**src/rtl/pio_pkg.sv**
```systemverilog
// Constants, layouts and carrier types of the parallel I/O port group.
// Assumes one 40 MHz system clock and an AXI4-Lite register master.
package pio_pkg;

   // ************************************************************
   // Port slots and pin capabilities
   // ************************************************************
   localparam int PIO_NPORT = 11;
   localparam int PIO_W = 16;
   // Slots: 0 port0_low_byte, 1 port0_high_byte, 2 port1_low_byte,
   // 3 port1_high_byte, 4 port 2, 5 port 3, 6 port 4, 7 port 5,
   // 8 port 6, 9 port 7, 10 port 8.
   localparam int PIO_P0L = 0;
   localparam int PIO_P0H = 1;
   localparam int PIO_P4 = 6;
   localparam int PIO_P5 = 7;
   // Lines that exist; port3_line14 is absent.
   localparam logic [PIO_NPORT-1:0][PIO_W-1:0] PIO_IMPL = {
      16'h00FF, 16'h00FF, 16'h00FF, 16'hFFFF, 16'h00FF, 16'hBFFF,
      16'hFFFF, 16'h00FF, 16'h00FF, 16'h00FF, 16'h00FF};
   // Slots with an output driver (port 5 is input only).
   localparam logic [PIO_NPORT-1:0] PIO_OUTCAP = 11'h77F;
   // Slots with open_drain_select (ports 2, 3, 4, 6, 7, 8).
   localparam logic [PIO_NPORT-1:0] PIO_ODCAP = 11'h770;
   // Threshold bits per slot: one per byte, two for ports 2, 3, 5.
   localparam logic [2*PIO_NPORT-1:0] PIO_THR_MASK = 22'h15DF55;
   localparam int PIO_THR_LO = 14;

   // ************************************************************
   // Register map (byte addresses)
   // ************************************************************
   localparam logic [2:0] PIO_BANK_DATA = 3'h0;  // 0x000 + 4*slot
   localparam logic [2:0] PIO_BANK_DIR = 3'h1;   // 0x040 + 4*slot
   localparam logic [2:0] PIO_BANK_OD = 3'h2;    // 0x080 + 4*slot
   localparam logic [2:0] PIO_BANK_ALT = 3'h3;   // 0x0C0 + 4*slot
   localparam logic [2:0] PIO_BANK_SET = 3'h4;   // 0x100 + 4*slot
   localparam logic [2:0] PIO_BANK_CLR = 3'h5;   // 0x140 + 4*slot
   localparam logic [2:0] PIO_BANK_MISC = 3'h6;  // 0x180 ...
   localparam logic [3:0] PIO_IDX_THR = 4'h0;    // 0x180
   localparam logic [3:0] PIO_IDX_XTHR = 4'h1;   // 0x184
   localparam logic [3:0] PIO_IDX_CTL = 4'h2;    // 0x188
   localparam int PIO_CTL_BUS = 0;
   localparam int PIO_CTL_SEG = 1;
   localparam logic [1:0] PIO_RESP_OKAY = 2'h0;
   localparam logic [1:0] PIO_RESP_SLVERR = 2'h2;

   // ************************************************************
   // Carrier types
   // ************************************************************
   typedef struct packed {
      logic [PIO_W-1:0] out;
      logic [PIO_W-1:0] oe;
   } pio_pad_t;

   typedef struct packed {
      logic drive;
      logic [PIO_W-1:0] data;
   } pio_ebus_t;
endpackage

```
**src/rtl/pio_group.sv**
```systemverilog
// Parallel I/O port group: AXI4-Lite register file and eleven port slots.
// Assumes clk_sys at 40 MHz, a single bus master and pad cells outside.
//
// Function
// - Provide split ports 0/1, 16-line port 2, 15-line port 3, 8-line ports.
// - Port 5 has sixteen input-only lines with no driver.
// - Ports 2,3,4,6,7,8 select push-pull or open drain per pin.
// - Every pin is sampled into its input latch each state time.
// - Input pin: write updates latch only; read returns sampled pin.
// - Input pin: read-modify-write sources pin level, stores to latch.
// - Direction 1 enables driver; read returns latch.
// - Output pin: read-modify-write sources latch, changing the pin.
// - Per-byte threshold select; two bits for ports 2, 3, 5.
// - Direction and output mode work whatever threshold is chosen.
// - Each line carries one alternate input or output function.
// - Alternate output reaches pin only with direction 1.
// - Driven level is latch AND alternate data.
// - Direction resets to input; software keeps input under external drive.
// - Alternate input sees the output latch when pin is output.
// - Port 0 bus mode switches direction automatically.
// - Port 4 outputs segment address bits 16 to 23 when enabled.
//
// The AXI4-Lite register port and the address map were decided locally.
`timescale 1ns/1ps
module pio_group
   import pio_pkg::*;
(
   // Clock and reset
   input wire logic clk_sys,
   input wire logic rst_b,
   // AXI4-Lite write address and data
   input wire logic [11:0] s_axi_awaddr,
   input wire logic s_axi_awvalid,
   output logic s_axi_awready,
   input wire logic [31:0] s_axi_wdata,
   input wire logic [3:0] s_axi_wstrb,
   input wire logic s_axi_wvalid,
   output logic s_axi_wready,
   // AXI4-Lite write response
   output logic [1:0] s_axi_bresp,
   output logic s_axi_bvalid,
   input wire logic s_axi_bready,
   // AXI4-Lite read
   input wire logic [11:0] s_axi_araddr,
   input wire logic s_axi_arvalid,
   output logic s_axi_arready,
   output logic [31:0] s_axi_rdata,
   output logic [1:0] s_axi_rresp,
   output logic s_axi_rvalid,
   input wire logic s_axi_rready,
   // Pins
   input wire logic [PIO_NPORT-1:0][PIO_W-1:0] pin_in,
   output pio_pad_t [PIO_NPORT-1:0] pad,
   // Input threshold selects toward the pad cells
   output logic [2*PIO_NPORT-1:0] thr_sel,
   // Alternate peripheral functions
   input wire logic [PIO_NPORT-1:0][PIO_W-1:0] alt_data,
   output logic [PIO_NPORT-1:0][PIO_W-1:0] alt_in,
   // External bus controller and segment address
   input wire pio_ebus_t ebus,
   input wire logic [7:0] segment_address_bits,
   output logic [PIO_W-1:0] ebus_rdata
);

   // ************************************************************
   // Register state
   // ************************************************************
   logic [PIO_NPORT-1:0][PIO_W-1:0] latch;
   logic [PIO_NPORT-1:0][PIO_W-1:0] pin_direction_bit;
   logic [PIO_NPORT-1:0][PIO_W-1:0] open_drain_select;
   logic [PIO_NPORT-1:0][PIO_W-1:0] alt_en;
   logic [PIO_NPORT-1:0][PIO_W-1:0] in_latch;
   logic [2*PIO_NPORT-1:0] thr_all;
   logic bus_en;
   logic seg_en;

   // Write decode.
   logic wr_go;
   logic [2:0] wr_bank;
   logic [3:0] wr_idx;
   logic wr_hit;
   logic [PIO_W-1:0] wd;
   logic [PIO_W-1:0] wmask;
   logic [PIO_W-1:0] rmw_src;

   // Read decode.
   logic rd_go;
   logic [2:0] rd_bank;
   logic [3:0] rd_idx;
   logic [31:0] next_rdata;
   logic [1:0] next_rresp;

   assign wr_go = s_axi_awvalid && s_axi_wvalid && !s_axi_awready && !s_axi_bvalid;
   assign wr_bank = s_axi_awaddr[8:6];
   assign wr_idx = s_axi_awaddr[5:2];
   assign wr_hit = (int'(wr_idx) < PIO_NPORT) && (wr_bank < PIO_BANK_MISC) && !s_axi_awaddr[11];
   assign wd = s_axi_wdata[PIO_W-1:0];
   assign wmask = {{8{s_axi_wstrb[1]}}, {8{s_axi_wstrb[0]}}};
   assign rd_go = s_axi_arvalid && !s_axi_arready && !s_axi_rvalid;
   assign rd_bank = s_axi_araddr[8:6];
   assign rd_idx = s_axi_araddr[5:2];

   // source of read-modify-write
   // The source picks pin or latch per bit, depending on direction.
   always_comb begin
      rmw_src = '0;
      if (int'(wr_idx) < PIO_NPORT) begin
         rmw_src = (pin_direction_bit[wr_idx] & latch[wr_idx])
                 | (~pin_direction_bit[wr_idx] & in_latch[wr_idx]);
      end
   end

   // ************************************************************
   // Output latches
   // ************************************************************
   // write lands in the latch
   // Set and clear banks are the read-modify-write forms of the data bank.
   always_ff @(posedge clk_sys or negedge rst_b) begin
      if (!rst_b) begin
         latch <= '0;
      end else if (wr_go && wr_hit) begin
         if (wr_bank == PIO_BANK_DATA) begin
            latch[wr_idx] <= ((latch[wr_idx] & ~wmask) | (wd & wmask)) & PIO_IMPL[wr_idx];
         end else if (wr_bank == PIO_BANK_SET) begin
            latch[wr_idx] <= ((latch[wr_idx] & ~wmask) | ((rmw_src | wd) & wmask))
                           & PIO_IMPL[wr_idx];
         end else if (wr_bank == PIO_BANK_CLR) begin
            latch[wr_idx] <= ((latch[wr_idx] & ~wmask) | ((rmw_src & ~wd) & wmask))
                           & PIO_IMPL[wr_idx];
         end
      end
   end

   // direction resets to input
   // Port 5 keeps zeros so it can never be turned into an output.
   always_ff @(posedge clk_sys or negedge rst_b) begin
      if (!rst_b) begin
         pin_direction_bit <= '0;
      end else if (wr_go && wr_hit && wr_bank == PIO_BANK_DIR) begin
         pin_direction_bit[wr_idx] <= ((pin_direction_bit[wr_idx] & ~wmask) | (wd & wmask))
                                    & PIO_IMPL[wr_idx] & {PIO_W{PIO_OUTCAP[wr_idx]}};
      end
   end

   always_ff @(posedge clk_sys or negedge rst_b) begin
      if (!rst_b) begin
         open_drain_select <= '0;
      end else if (wr_go && wr_hit && wr_bank == PIO_BANK_OD) begin
         open_drain_select[wr_idx] <= ((open_drain_select[wr_idx] & ~wmask) | (wd & wmask))
                                    & PIO_IMPL[wr_idx] & {PIO_W{PIO_ODCAP[wr_idx]}};
      end
   end

   // one alternate function per line
   // The enable only chooses whether alternate data gates the latch.
   always_ff @(posedge clk_sys or negedge rst_b) begin
      if (!rst_b) begin
         alt_en <= '0;
      end else if (wr_go && wr_hit && wr_bank == PIO_BANK_ALT) begin
         alt_en[wr_idx] <= ((alt_en[wr_idx] & ~wmask) | (wd & wmask)) & PIO_IMPL[wr_idx];
      end
   end

   // ************************************************************
   // Threshold and mode control
   // ************************************************************
   // byte threshold selects
   // threshold has no effect on direction or mode
   always_ff @(posedge clk_sys or negedge rst_b) begin
      if (!rst_b) begin
         thr_all <= '0;
         bus_en <= 1'b0;
         seg_en <= 1'b0;
      end else if (wr_go && wr_bank == PIO_BANK_MISC && !s_axi_awaddr[11]) begin
         if (wr_idx == PIO_IDX_THR && s_axi_wstrb[0]) begin
            thr_all[PIO_THR_LO-1:0] <= s_axi_wdata[PIO_THR_LO-1:0]
                                     & PIO_THR_MASK[PIO_THR_LO-1:0];
         end else if (wr_idx == PIO_IDX_XTHR && s_axi_wstrb[0]) begin
            thr_all[2*PIO_NPORT-1:PIO_THR_LO] <= s_axi_wdata[2*PIO_NPORT-PIO_THR_LO-1:0]
                                               & PIO_THR_MASK[2*PIO_NPORT-1:PIO_THR_LO];
         end else if (wr_idx == PIO_IDX_CTL && s_axi_wstrb[0]) begin
            bus_en <= s_axi_wdata[PIO_CTL_BUS];
            seg_en <= s_axi_wdata[PIO_CTL_SEG];
         end
      end
   end

   // Threshold selects leave through their own flops.
   always_ff @(posedge clk_sys or negedge rst_b) begin
      if (!rst_b) begin
         thr_sel <= '0;
      end else begin
         thr_sel <= thr_all;
      end
   end

   // ************************************************************
   // Port slots
   // ************************************************************
   // one slot per port group
   for (genvar i = 0; i < PIO_NPORT; i++) begin : g_port
      logic force_en;
      logic force_dir;
      logic [PIO_W-1:0] force_data;
      // port 0 follows the bus controller
      // port 4 carries the segment address
      always_comb begin
         force_en = 1'b0;
         force_dir = 1'b0;
         force_data = '0;
         if ((i == PIO_P0L || i == PIO_P0H) && bus_en) begin
            force_en = 1'b1;
            force_dir = ebus.drive;
            force_data = (i == PIO_P0L) ? {8'h00, ebus.data[7:0]} : {8'h00, ebus.data[15:8]};
         end else if (i == PIO_P4 && seg_en) begin
            force_en = 1'b1;
            force_dir = 1'b1;
            force_data = {8'h00, segment_address_bits};
         end
      end

      pio_port #(
         .IMPL(PIO_IMPL[i]),
         .OUTCAP(PIO_OUTCAP[i]),
         .ODCAP(PIO_ODCAP[i])
      ) u_port (
         .clk_sys(clk_sys),
         .rst_b(rst_b),
         .pin_in(pin_in[i]),
         .pad(pad[i]),
         .latch(latch[i]),
         .dir(pin_direction_bit[i]),
         .od(open_drain_select[i]),
         .alt_en(alt_en[i]),
         .alt_data(alt_data[i]),
         .force_en(force_en),
         .force_dir(force_dir),
         .force_data(force_data),
         .in_latch(in_latch[i]),
         .alt_in(alt_in[i])
      );
   end

   // Data read back toward the bus controller in its input phase.
   always_ff @(posedge clk_sys or negedge rst_b) begin
      if (!rst_b) begin
         ebus_rdata <= '0;
      end else begin
         ebus_rdata <= {in_latch[PIO_P0H][7:0], in_latch[PIO_P0L][7:0]};
      end
   end

   // ************************************************************
   // AXI4-Lite write channel
   // ************************************************************
   // Address and data are taken together; the response waits for both.
   always_ff @(posedge clk_sys or negedge rst_b) begin
      if (!rst_b) begin
         s_axi_awready <= 1'b0;
         s_axi_wready <= 1'b0;
         s_axi_bvalid <= 1'b0;
         s_axi_bresp <= PIO_RESP_OKAY;
      end else begin
         s_axi_awready <= wr_go;
         s_axi_wready <= wr_go;
         if (wr_go) begin
            s_axi_bresp <= (wr_hit || (wr_bank == PIO_BANK_MISC && !s_axi_awaddr[11]
                            && wr_idx <= PIO_IDX_CTL)) ? PIO_RESP_OKAY : PIO_RESP_SLVERR;
         end
         if (s_axi_awready) begin
            s_axi_bvalid <= 1'b1;
         end else if (s_axi_bready) begin
            s_axi_bvalid <= 1'b0;
         end
      end
   end

   // ************************************************************
   // AXI4-Lite read channel
   // ************************************************************
   // read picks pin or latch
   // Unmapped words below 0x200 or from 0x800 answer zero with SLVERR; 0x200 to 0x7FF repeat the map, as bits 10:9 are not decoded.
   always_comb begin
      next_rdata = '0;
      next_rresp = PIO_RESP_OKAY;
      if (s_axi_araddr[11]) begin
         next_rresp = PIO_RESP_SLVERR;
      end else if (rd_bank == PIO_BANK_MISC) begin
         if (rd_idx == PIO_IDX_THR) begin
            next_rdata[PIO_THR_LO-1:0] = thr_all[PIO_THR_LO-1:0];
         end else if (rd_idx == PIO_IDX_XTHR) begin
            next_rdata[2*PIO_NPORT-PIO_THR_LO-1:0] = thr_all[2*PIO_NPORT-1:PIO_THR_LO];
         end else if (rd_idx == PIO_IDX_CTL) begin
            next_rdata[PIO_CTL_BUS] = bus_en;
            next_rdata[PIO_CTL_SEG] = seg_en;
         end else begin
            next_rresp = PIO_RESP_SLVERR;
         end
      end else if (int'(rd_idx) >= PIO_NPORT || rd_bank > PIO_BANK_MISC) begin
         next_rresp = PIO_RESP_SLVERR;
      end else begin
         case (rd_bank)
            PIO_BANK_DIR: next_rdata[PIO_W-1:0] = pin_direction_bit[rd_idx];
            PIO_BANK_OD: next_rdata[PIO_W-1:0] = open_drain_select[rd_idx];
            PIO_BANK_ALT: next_rdata[PIO_W-1:0] = alt_en[rd_idx];
            default: next_rdata[PIO_W-1:0] = (pin_direction_bit[rd_idx] & latch[rd_idx])
                                           | (~pin_direction_bit[rd_idx] & in_latch[rd_idx]);
         endcase
      end
   end

   // Read data is captured with the address and shown one cycle later.
   always_ff @(posedge clk_sys or negedge rst_b) begin
      if (!rst_b) begin
         s_axi_arready <= 1'b0;
         s_axi_rvalid <= 1'b0;
         s_axi_rdata <= '0;
         s_axi_rresp <= PIO_RESP_OKAY;
      end else begin
         s_axi_arready <= rd_go;
         if (rd_go) begin
            s_axi_rdata <= next_rdata;
            s_axi_rresp <= next_rresp;
         end
         if (s_axi_arready) begin
            s_axi_rvalid <= 1'b1;
         end else if (s_axi_rready) begin
            s_axi_rvalid <= 1'b0;
         end
      end
   end

   // ************************************************************
   // Checks
   // ************************************************************
   // input pin reads the sampled level
   chk_read_input: assert property (@(posedge clk_sys) disable iff (!rst_b)
      (rd_go && rd_bank == PIO_BANK_DATA && rd_idx == 4'h4 && !s_axi_araddr[11])
      |=> ((s_axi_rdata[PIO_W-1:0] & ~$past(pin_direction_bit[4]))
           == ($past(in_latch[4]) & ~$past(pin_direction_bit[4]))))
      else $error("read of input pin did not return sampled level");
   chk_read_output: assert property (@(posedge clk_sys) disable iff (!rst_b)
      (rd_go && rd_bank == PIO_BANK_DATA && rd_idx == 4'h4 && !s_axi_araddr[11])
      |=> ##1 (s_axi_rvalid && ((s_axi_rdata[PIO_W-1:0] & $past(pin_direction_bit[4], 2))
                                == ($past(latch[4], 2) & $past(pin_direction_bit[4], 2)))))
      else $error("read of output pin did not return latch");
   chk_rmw_set: assert property (@(posedge clk_sys) disable iff (!rst_b)
      (wr_go && wr_hit && wr_bank == PIO_BANK_SET && wr_idx == 4'h4 && s_axi_wstrb[1:0] == 2'h3)
      |=> (latch[4] == (($past(pin_direction_bit[4]) & $past(latch[4]))
                       | (~$past(pin_direction_bit[4]) & $past(in_latch[4])) | $past(wd))))
      else $error("set access did not merge source and data");
   // bus drive phase enables port 0
   chk_bus_dir: assert property (@(posedge clk_sys) disable iff (!rst_b)
      (bus_en && ebus.drive) |=> (pad[PIO_P0L].oe == PIO_IMPL[PIO_P0L]))
      else $error("port 0 not driven in bus address phase");
   chk_seg_out: assert property (@(posedge clk_sys) disable iff (!rst_b)
      (seg_en && !open_drain_select[PIO_P4][0])
      |=> (pad[PIO_P4].out[0] == $past(segment_address_bits[0])))
      else $error("segment address bit not on port 4");
   // pushed level is latch AND alternate
   chk_and_level: assert property (@(posedge clk_sys) disable iff (!rst_b)
      (!bus_en && pin_direction_bit[4][0] && !open_drain_select[4][0] && alt_en[4][0])
      |=> (pad[4].out[0] == ($past(latch[4][0]) & $past(alt_data[4][0]))))
      else $error("driven level is not latch AND alternate data");
   chk_dir_write: assert property (@(posedge clk_sys) disable iff (!rst_b)
      (wr_go && wr_hit && wr_bank == PIO_BANK_DIR && wr_idx == 4'h7)
      |=> (pin_direction_bit[PIO_P5] == '0))
      else $error("input only port accepted a direction bit");

endmodule // pio_group

```
**src/rtl/pio_port.sv**
```systemverilog
// One port slot: input latch, output latch combining and pad drive.
// Assumes pins arrive unsynchronised and control comes from clk_sys.
`timescale 1ns/1ps
module pio_port
   import pio_pkg::*;
#(
   parameter logic [PIO_W-1:0] IMPL = 16'hFFFF,
   parameter logic OUTCAP = 1'b1,
   parameter logic ODCAP = 1'b0
) (
   // Clock and reset
   input wire logic clk_sys,
   input wire logic rst_b,
   // Pins
   input wire logic [PIO_W-1:0] pin_in,
   output pio_pad_t pad,
   // Control from the register file
   input wire logic [PIO_W-1:0] latch,
   input wire logic [PIO_W-1:0] dir,
   input wire logic [PIO_W-1:0] od,
   input wire logic [PIO_W-1:0] alt_en,
   input wire logic [PIO_W-1:0] alt_data,
   input wire logic force_en,
   input wire logic force_dir,
   input wire logic [PIO_W-1:0] force_data,
   // Results
   output logic [PIO_W-1:0] in_latch,
   output logic [PIO_W-1:0] alt_in
);
   logic [PIO_W-1:0] sync1;
   logic [PIO_W-1:0] eff_dir;
   logic [PIO_W-1:0] value;
   logic [PIO_W-1:0] odm;

   // sample every cycle
   // The first stage feeds only the input latch; nothing else reads it.
   always_ff @(posedge clk_sys or negedge rst_b) begin
      if (!rst_b) begin
         sync1 <= '0;
         in_latch <= '0;
      end else begin
         sync1 <= pin_in;
         in_latch <= sync1 & IMPL;
      end
   end

   // hardware direction override
   // A bus or segment function steers direction and data by itself.
   assign eff_dir = (force_en ? {PIO_W{force_dir}} : dir) & IMPL & {PIO_W{OUTCAP}};
   assign value = force_en ? force_data : (latch & (alt_data | ~alt_en));
   assign odm = od & {PIO_W{ODCAP}};

   // open drain pulls low or releases
   always_ff @(posedge clk_sys or negedge rst_b) begin
      if (!rst_b) begin
         pad <= '0;
      end else begin
         pad.out <= value & ~odm & eff_dir;
         pad.oe <= eff_dir & ~(odm & value);
      end
   end

   // alternate input follows the latch on outputs
   always_ff @(posedge clk_sys or negedge rst_b) begin
      if (!rst_b) begin
         alt_in <= '0;
      end else begin
         alt_in <= ((dir & latch) | (~dir & in_latch)) & IMPL;
      end
   end

   chk_input_latch: assert property (@(posedge clk_sys) disable iff (!rst_b)
      $past(rst_b, 2) |-> (in_latch == ($past(pin_in, 2) & IMPL)))
      else $error("input latch does not follow pin two cycles later");
   chk_od_low_only: assert property (@(posedge clk_sys) disable iff (!rst_b)
      ##1 ((pad.out & $past(odm)) == '0))
      else $error("open drain pin driven high");
   chk_no_drive: assert property (@(posedge clk_sys) disable iff (!rst_b)
      (!force_en && (dir == '0)) |=> (pad.oe == '0))
      else $error("pad enabled while direction is input");
   chk_input_only: assert property (@(posedge clk_sys) disable iff (!rst_b)
      !OUTCAP |-> (pad.oe == '0))
      else $error("input only port drives a pin");
endmodule // pio_port
```
**config.mk**
```make
export PLATFORM = sky130hd
export DESIGN_NAME = pio_group
export DESIGN_NICKNAME = d
export VERILOG_FILES = /design/src/rtl/pio_pkg.sv /design/src/rtl/pio_group.sv /design/src/rtl/pio_port.sv
export SDC_FILE = /design/constraint.sdc
export NUM_CORES = 2
export LEC_CHECK = 0
export BUFFER_PORTS_ARGS = -buffer_cell sky130_fd_sc_hd__buf_2
export CAP_MARGIN = 10
export CORE_MARGIN = 3
export CORE_UTILIZATION = 40
export CTS_CLUSTER_SIZE = 28
export DETAILED_ROUTE_END_ITERATION = 8
export GPL_TIMING_DRIVEN = 0
export PLACE_DENSITY_LB_ADDON = 0.2
export SYNTH_ARGS = -nofsm -noshare
export SYNTH_HDL_FRONTEND = slang
export SYNTH_HIERARCHICAL = 1
export SYNTH_SLANG_ARGS = --single-unit
```
**constraint.sdc**
```tcl
create_clock -name clk_sys -period 2.5 [get_ports clk_sys]
set_clock_uncertainty 0.05 [all_clocks]
set_input_delay 0.5 -clock clk_sys [delete_from_list [all_inputs] [get_ports clk_sys]]
set_output_delay 0.5 -clock clk_sys [all_outputs]
set_load 0.05 [all_outputs]
```
# After elaboration in Yosys (flattened, before gate mapping)
# Memory sizes are Yosys's and may differ from the RTL's.
# Cells that the tools add are included.
# W data, S select, Z words.
[op_classes] magnitude_cmp=8 n_eq_ne=14 muxes=68 bitwise_logic=149 reduce_logical=36
[op_table] op="$bwmux W176" n=6
[op_table] op="$and A16 B16 Y16" n=52
[op_table] op="$bmux W16 S4" n=10
[op_table] op="$mux W176" n=3
[op_table] op="$not A16 Y16" n=29
[op_table] op="$or A16 B16 Y16" n=22
[op_table] op="$mux W16" n=18
[op_table] op="$and A16 B8 Y16" n=8
[op_table] op="$and A8 B8 Y8" n=16
[op_table] op="$and A8 B16 Y16" n=4
[op_table] op="$demux W16 S4" n=1
[op_table] op="$not A8 Y8" n=8
[op_table] op="$or A8 B8 Y8" n=8
[op_table] op="$mux W8" n=6
[op_table] op="$pmux W16 S3" n=1
[op_table] op="$mux W2" n=10
[op_table] op="$logic_and A1 B1 Y1" n=19
[op_table] op="$mux W14" n=1
[op_table] op="$eq A3 B2 Y1 const B" n=4
[op_table] op="$eq A3 B3 Y1 const B" n=4
[op_table] op="$lt A4 B5 Y1 const B" n=2
[op_table] op="$mux W5" n=2
[op_table] op="$mux W1" n=9
[op_table] op="$eq A4 B1 Y1 const B" n=2
[op_table] op="other kinds (19)" n=30
[word_totals] reg_bits=1396 mem_bits_ro=288 output_inout_bits=607 n_memories=3
[mem_list] memory="(name not given)" words=16 word_bits=16 rd=1 rd_clocked_by_memory_dff=0 wr=0 line_no="pio_group.sv:160" text="alt_en[wr_idx] <= ((alt_en[wr_idx] & ~wmask) | (wd & wmask)) & PIO_IMPL[wr_idx];"
[mem_list] memory="(name not given)" words=16 word_bits=1 rd=1 rd_clocked_by_memory_dff=0 wr=0 line_no="pio_group.sv:150" text="& PIO_IMPL[wr_idx] & {PIO_W{PIO_ODCAP[wr_idx]}};"
[mem_list] memory="(name not given)" words=16 word_bits=1 rd=1 rd_clocked_by_memory_dff=0 wr=0 line_no="pio_group.sv:141" text="& PIO_IMPL[wr_idx] & {PIO_W{PIO_OUTCAP[wr_idx]}};"

# Depth between registers and ports, before layout
[depth] word_depth=14 depth_mapped=14 depth_no_buf=7

# By module
# The synthesis kept the hierarchy.
[by_module_without_submodules] mod="pio_group" n_inst=1 cells_per_inst=3696 area_per_inst_um2=43742.0 seq_area_each_um2=19318.5
[by_module_without_submodules] mod="pio_port (g_port[10].u_port ...)" n_inst=4 cells_per_inst=160 area_per_inst_um2=1810.5 seq_area_each_um2=1001.0
[by_module_without_submodules] mod="pio_port (g_port[0].u_port ...)" n_inst=4 cells_per_inst=142 area_per_inst_um2=1627.8 seq_area_each_um2=1001.0
[by_module_without_submodules] mod="pio_port (g_port[4].u_port)" n_inst=1 cells_per_inst=252 area_per_inst_um2=3094.2 seq_area_each_um2=2001.9
[by_module_without_submodules] mod="pio_port (g_port[5].u_port)" n_inst=1 cells_per_inst=242 area_per_inst_um2=2929.1 seq_area_each_um2=1876.8
[by_module_without_submodules] mod="pio_port (g_port[7].u_port)" n_inst=1 cells_per_inst=97 area_per_inst_um2=1685.4 seq_area_each_um2=1201.2

# Worst setup path after synthesis
# OpenSTA, ideal clock, no wires.
[synth_path] path_kind="input -> register" from="input s_axi_awaddr[3]" to="register thr_all[14]" t_arrival_ns=2.883 t_required_ns=2.325 slack_ns=-0.557 stages=13 cell_sequence="buf_4 buf_6 buf_6 buf_6 buf_4 buf_4 inv_1 ha_1 clkbuf_1 clkbuf_1 nand2_1 nor2_1 mux2_2"
[synth_between] elab_chain_cells=4 elab_cells_between_ends=6 cone_classes="1 x eq/ne; 1 x bitwise; 4 x reduce/logical"
[synth_rtl] item="from (decl)" line_no="pio_group.sv:32" text="input wire logic [11:0] s_axi_awaddr,"
[synth_rtl] item="$logic_not A4 Y1" line_no="pio_group.sv:175" text="if (wr_idx == PIO_IDX_THR && s_axi_wstrb[0]) begin"
[synth_rtl] item="$logic_and A1 B1 Y1" line_no="pio_group.sv:175"
[synth_rtl] item="$not A1 Y1 (no line)"
[synth_rtl] item="$reduce_and A3 Y1 (no line) *"
[synth_rtl] item="to (signal, indexed assignment)" line_no="pio_group.sv:176" text="thr_all[PIO_THR_LO-1:0] <= s_axi_wdata[PIO_THR_LO-1:0]"
[synth_rtl] item="to (signal, indexed assignment)" line_no="pio_group.sv:179" text="thr_all[2*PIO_NPORT-1:PIO_THR_LO] <= s_axi_wdata[2*PIO_NPORT-PIO_THR_LO-1:0]"
[synth_rtl] item="to (decl)" line_no="pio_group.sv:73" text="logic [2*PIO_NPORT-1:0] thr_all;"
# Mark *: on every way between the ends. The rest lies on a longest branch, timed or not.
# A chain may end at the register's enable or synchronous reset.

# Worst setup path in the final report
[layout_path] from="input s_axi_awaddr[7]" to="register latch[83] in the netlist's numbering"
[layout_between] elab_chain_cells=5 elab_cells_between_ends=11 cone_classes="1 x order compare; 2 x eq/ne; 2 x mux; 6 x reduce/logical"
[layout_rtl] item="$lt A3 B3 Y1" line_no="pio_group.sv:96" text="assign wr_hit = (int'(wr_idx) < PIO_NPORT) && (wr_bank < PIO_BANK_MISC) && !s_axi_awaddr[11];"
[layout_rtl] item="$logic_and A1 B1 Y1 (2 in a row)" line_no="pio_group.sv:96"
[layout_rtl] item="$logic_and A1 B1 Y1" line_no="pio_group.sv:121" text="end else if (wr_go && wr_hit) begin"
[layout_rtl] item="$reduce_and A2 Y1 (no line)"
[layout_rtl] item="to (signal, indexed assignment)" line_no="pio_group.sv:123" text="latch[wr_idx] <= ((latch[wr_idx] & ~wmask) | (wd & wmask)) & PIO_IMPL[wr_idx];"
[layout_rtl] item="to (signal, indexed assignment)" line_no="pio_group.sv:125" text="latch[wr_idx] <= ((latch[wr_idx] & ~wmask) | ((rmw_src | wd) & wmask))"
[layout_rtl] item="to (signal, indexed assignment)" line_no="pio_group.sv:128" text="latch[wr_idx] <= ((latch[wr_idx] & ~wmask) | ((rmw_src & ~wd) & wmask))"
[layout_rtl] item="to (decl)" line_no="pio_group.sv:68" text="logic [PIO_NPORT-1:0][PIO_W-1:0] latch;"
# Several ways; a longest one is shown, not always the timed one.

==> flow_metrics.env <==
export IMPL_status="complete, but fails checks"
export IMPL_violations="negative hold slack, negative setup slack"
export IMPL_viasPerCell=6.155
export IMPL_cp_arrival_ns=3.65
export IMPL_hold_ws_ns=-0.2529
export IMPL_worstPathRequired_ns=3.15
export IMPL_hp_class="input pin to asynchronous set/reset pin"
export IMPL_final_common_cell="dfrtp_1"
export IMPL_drc=0
export IMPL_ctsHoldBuffers=162
export IMPL_place_congestion=1.055
export IMPL_insertion_delay_ns=0.84
export IMPL_power_density_mw_per_mm2=618.2
export IMPL_cp_start_kind="input pin"
export IMPL_avgSynthCellArea_um2=11.87
export IMPL_drive_gt1_share_pct=41.84
export IMPL_clkPwrFrac_pct=43.2
export IMPL_rsz0062_at_grt="true"
export IMPL_power_frac_comb_pct=16.2
export IMPL_overflow=0
export IMPL_cts_root_buffer="clkbuf_16"
export IMPL_netlist_area_mm2=0.06520
export IMPL_first_pass_iters=7
export IMPL_place_area_mm2=0.07357
export IMPL_reg2reg_from="s_axi_wready$_DFF_PN0_"
export IMPL_finalSetupViolations=699
export IMPL_grt_pass1_wl_mm=485.0
export IMPL_synth_async_reset_ratio_pct=100.0
export IMPL_cts_max_level=4
export IMPL_synth_ff_type="dfrtp_1"
export IMPL_design_area_mm2=0.08828
export IMPL_final_core_util_pct=54.73
export IMPL_pwr_share_seq_pct=40.6
export IMPL_dp_cells=8754
export IMPL_dieArea_mm2=0.1679
export IMPL_maxCapViolCount=0
export IMPL_final_cells=9408
export IMPL_cts_tree="done"
export IMPL_wl_per_cell_um=39.58
export IMPL_port_buffers=619
export IMPL_antenna_found_initial=52
export IMPL_finalHoldViolCount=227
export IMPL_drv_slew=0
export IMPL_worst_pin_slew_ns=1.267
export IMPL_cts_path_max_buffers=3
export IMPL_nNetsFinal=7557
export IMPL_cts_num_sinks=1295
export IMPL_hpwl_mm=279.5
export IMPL_grt_max_degree=150
export IMPL_peakVddDrop_mv=0.7280
export IMPL_die_h_um=409.7
export IMPL_worst_slack_ns=-0.5005
export IMPL_power_switching_mw=16.84
export IMPL_detail_route_wirelength_mm=372.4
export IMPL_synthesis_instances=5495
export IMPL_pre_cts_ws_ns=-2.808
export IMPL_timing_final_crit_share_pct=120.0
export IMPL_area_delta_synth_final_pct=35.38
export IMPL_crit_path_end_kind="flip-flop"
export IMPL_critPathLaunch="s_axi_awaddr[7]"
export IMPL_ys_warn_count=6
export IMPL_worstSetupPathType="input pin to flip-flop"
export IMPL_via_count=57910
export IMPL_ys_ff_latch=1295
export IMPL_cts_buffers=147
export IMPL_path_max_fanout=10
export IMPL_yosysSeqAreaShare_pct=49.70
export IMPL_fmax_mhz=333.3
export IMPL_p_total_mw=54.57
export IMPL_first_iter_violations=8398
export IMPL_pin_count=1051
export IMPL_ant_nets=0
export IMPL_start_util_pct=40.42
export IMPL_die_width_um=409.7
export IMPL_rows=147
export IMPL_core_area_mm2=0.1613
export IMPL_track_usage_pct=42.79
export IMPL_switching_share_pct=30.86
export IMPL_period_minus_slack_ns=3.000
export IMPL_synth_edff_count=0
export IMPL_leakage_nw=40.54
export IMPL_ys_types=85
export IMPL_grt_pass1_vias=54440
export IMPL_cts_reportedPaths_clkPinSlew_ns=0.06
export IMPL_p_int_mw=37.73
export IMPL_final_cell_mix="1268 x dfrtp_1, 670 x buf_2, 467 x conb_1, 466 x buf_4, 418 x nand2_1"
export IMPL_slew_headroom_pct=15.00
export IMPL_fin_tns_setup_ns=-111.21
==> layout make-up <==
| type | count | area, um2 |
|---|---|---|
| multi-input combinational | 3842 | 32650 |
| antenna | 27 | 67.56 |
| inverter | 88 | 350.3 |
| tap | 2160 | 2703 |
| buffer | 721 | 6942 |
| timing repair buffer | 1012 | 7884 |
| sequential | 1295 | 32440 |
| clock buffer | 193 | 4154 |
| fill | 13720 | 73030 |
| clock inverter | 70 | 1085 |
==> per-layer routing <==
metal  global-route usage, %  wire length (um)  vias to the layer above
met5                       0               407                        -
met4                   23.41             27730                       40
met3                   18.64             51590                     1175
met2                   59.56            151300                     4593
met1                   55.70            141300                    29560
li1                        -                 -                    22540
==> critical path: stages <==
cell,delay [ns]
clkbuf_1,0.20
nor3_1,0.94
and2_1,0.24
buf_1,0.57
a41oi_1,0.13
o31a_1,0.17
o22ai_1,0.35
buf_4,0.40
o31ai_2,0.12
==> power groups by stage <==
stage / logic [mW] / clock network (mW) / registers [mW]
after floorplan: 3.56 / 0 / 23.2
after CTS: 8.29 / 23.6 / 22.1
after global placement: 7.50 / 0 / 22.5
after detailed placement: 7.61 / 0 / 22.5
after global routing: 8.99 / 24.5 / 22.1
final: 8.87 / 23.6 / 22.1
==> logic make-up after synthesis <==
family	share of synthesized area, %
fa+ha+maj	0.1151
other cells	0.06332
simple gates	10.74
mux	19.40
flops	49.70
buf+inv	7.864
compound gates	12.12
==> final timing paths <==
path,slack (ns),endpoint,cells after the start
setup / recovery,-0.50,latch[83]$_DFFE_PN0P_,9
setup reg to reg,-0.32,open_drain_select[89]$_DFFE_PN0P_,10
min in group clk_sys,0.03,g_port[1].u_port/pad[22]$_DFF_PN0_,4
hold / removal,-0.25,g_port[9].u_port/in_latch[4]$_DFF_PN0_,3
hold reg to reg,0.28,g_port[7].u_port/in_latch[6]$_DFF_PN0_,0
max in group asynchronous,0.27,open_drain_select[121]$_DFFE_PN0P_,5
==> synth_stat cells, drive strengths merged, types with 19 or more instances <==
library cell  count  area (um2)
dfrtp          1295       32410
buf             587        4265
nand2           527        1978
mux2            428        4880
mux4            277        6238
o21ai           260        1301
and2            258        1617
nor2            176       663.1
o31ai           172        1421
a21oi           156       784.5
mux2i           153        1531
clkbuf          139       531.8
nand3           134       720.7
nand2b          100       625.6
inv              87       326.6
a221oi           83       802.0
nor2b            77       481.7
nand4            65       406.6
a21boi           49       405.4
a41oi            49       489.2
a22oi            46       345.3
and3             34       212.7
o211ai           33       247.7
a211oi           30       235.2
o22ai            29       181.4
a221o            27       270.3
nor3             26       130.1
o21a             19       142.6
==> sequential cells by signal, indices dropped and copies added, names as in the netlist, 14 cells and up <==
name                    count
g_port.u_port/alt_in      111
latch                     176
g_port.u_port/in_latch    111
pin_direction_bit         176
s_axi_rdata                16
g_port.u_port/sync1       111
alt_en                    176
open_drain_select         176
g_port.u_port/pad         190
thr_sel                    14
thr_all                    14
ebus_rdata                 16
==> repair_timing <==
item                       4_1_cts  5_1_grt
setup buffers                  118       51
gates cloned                    24       25
hold endpoints to repair       260      227
pin swaps                       68       63
setup endpoints to repair      883      807
resized for setup              935      451
Power figures use the tool's default switching activity.
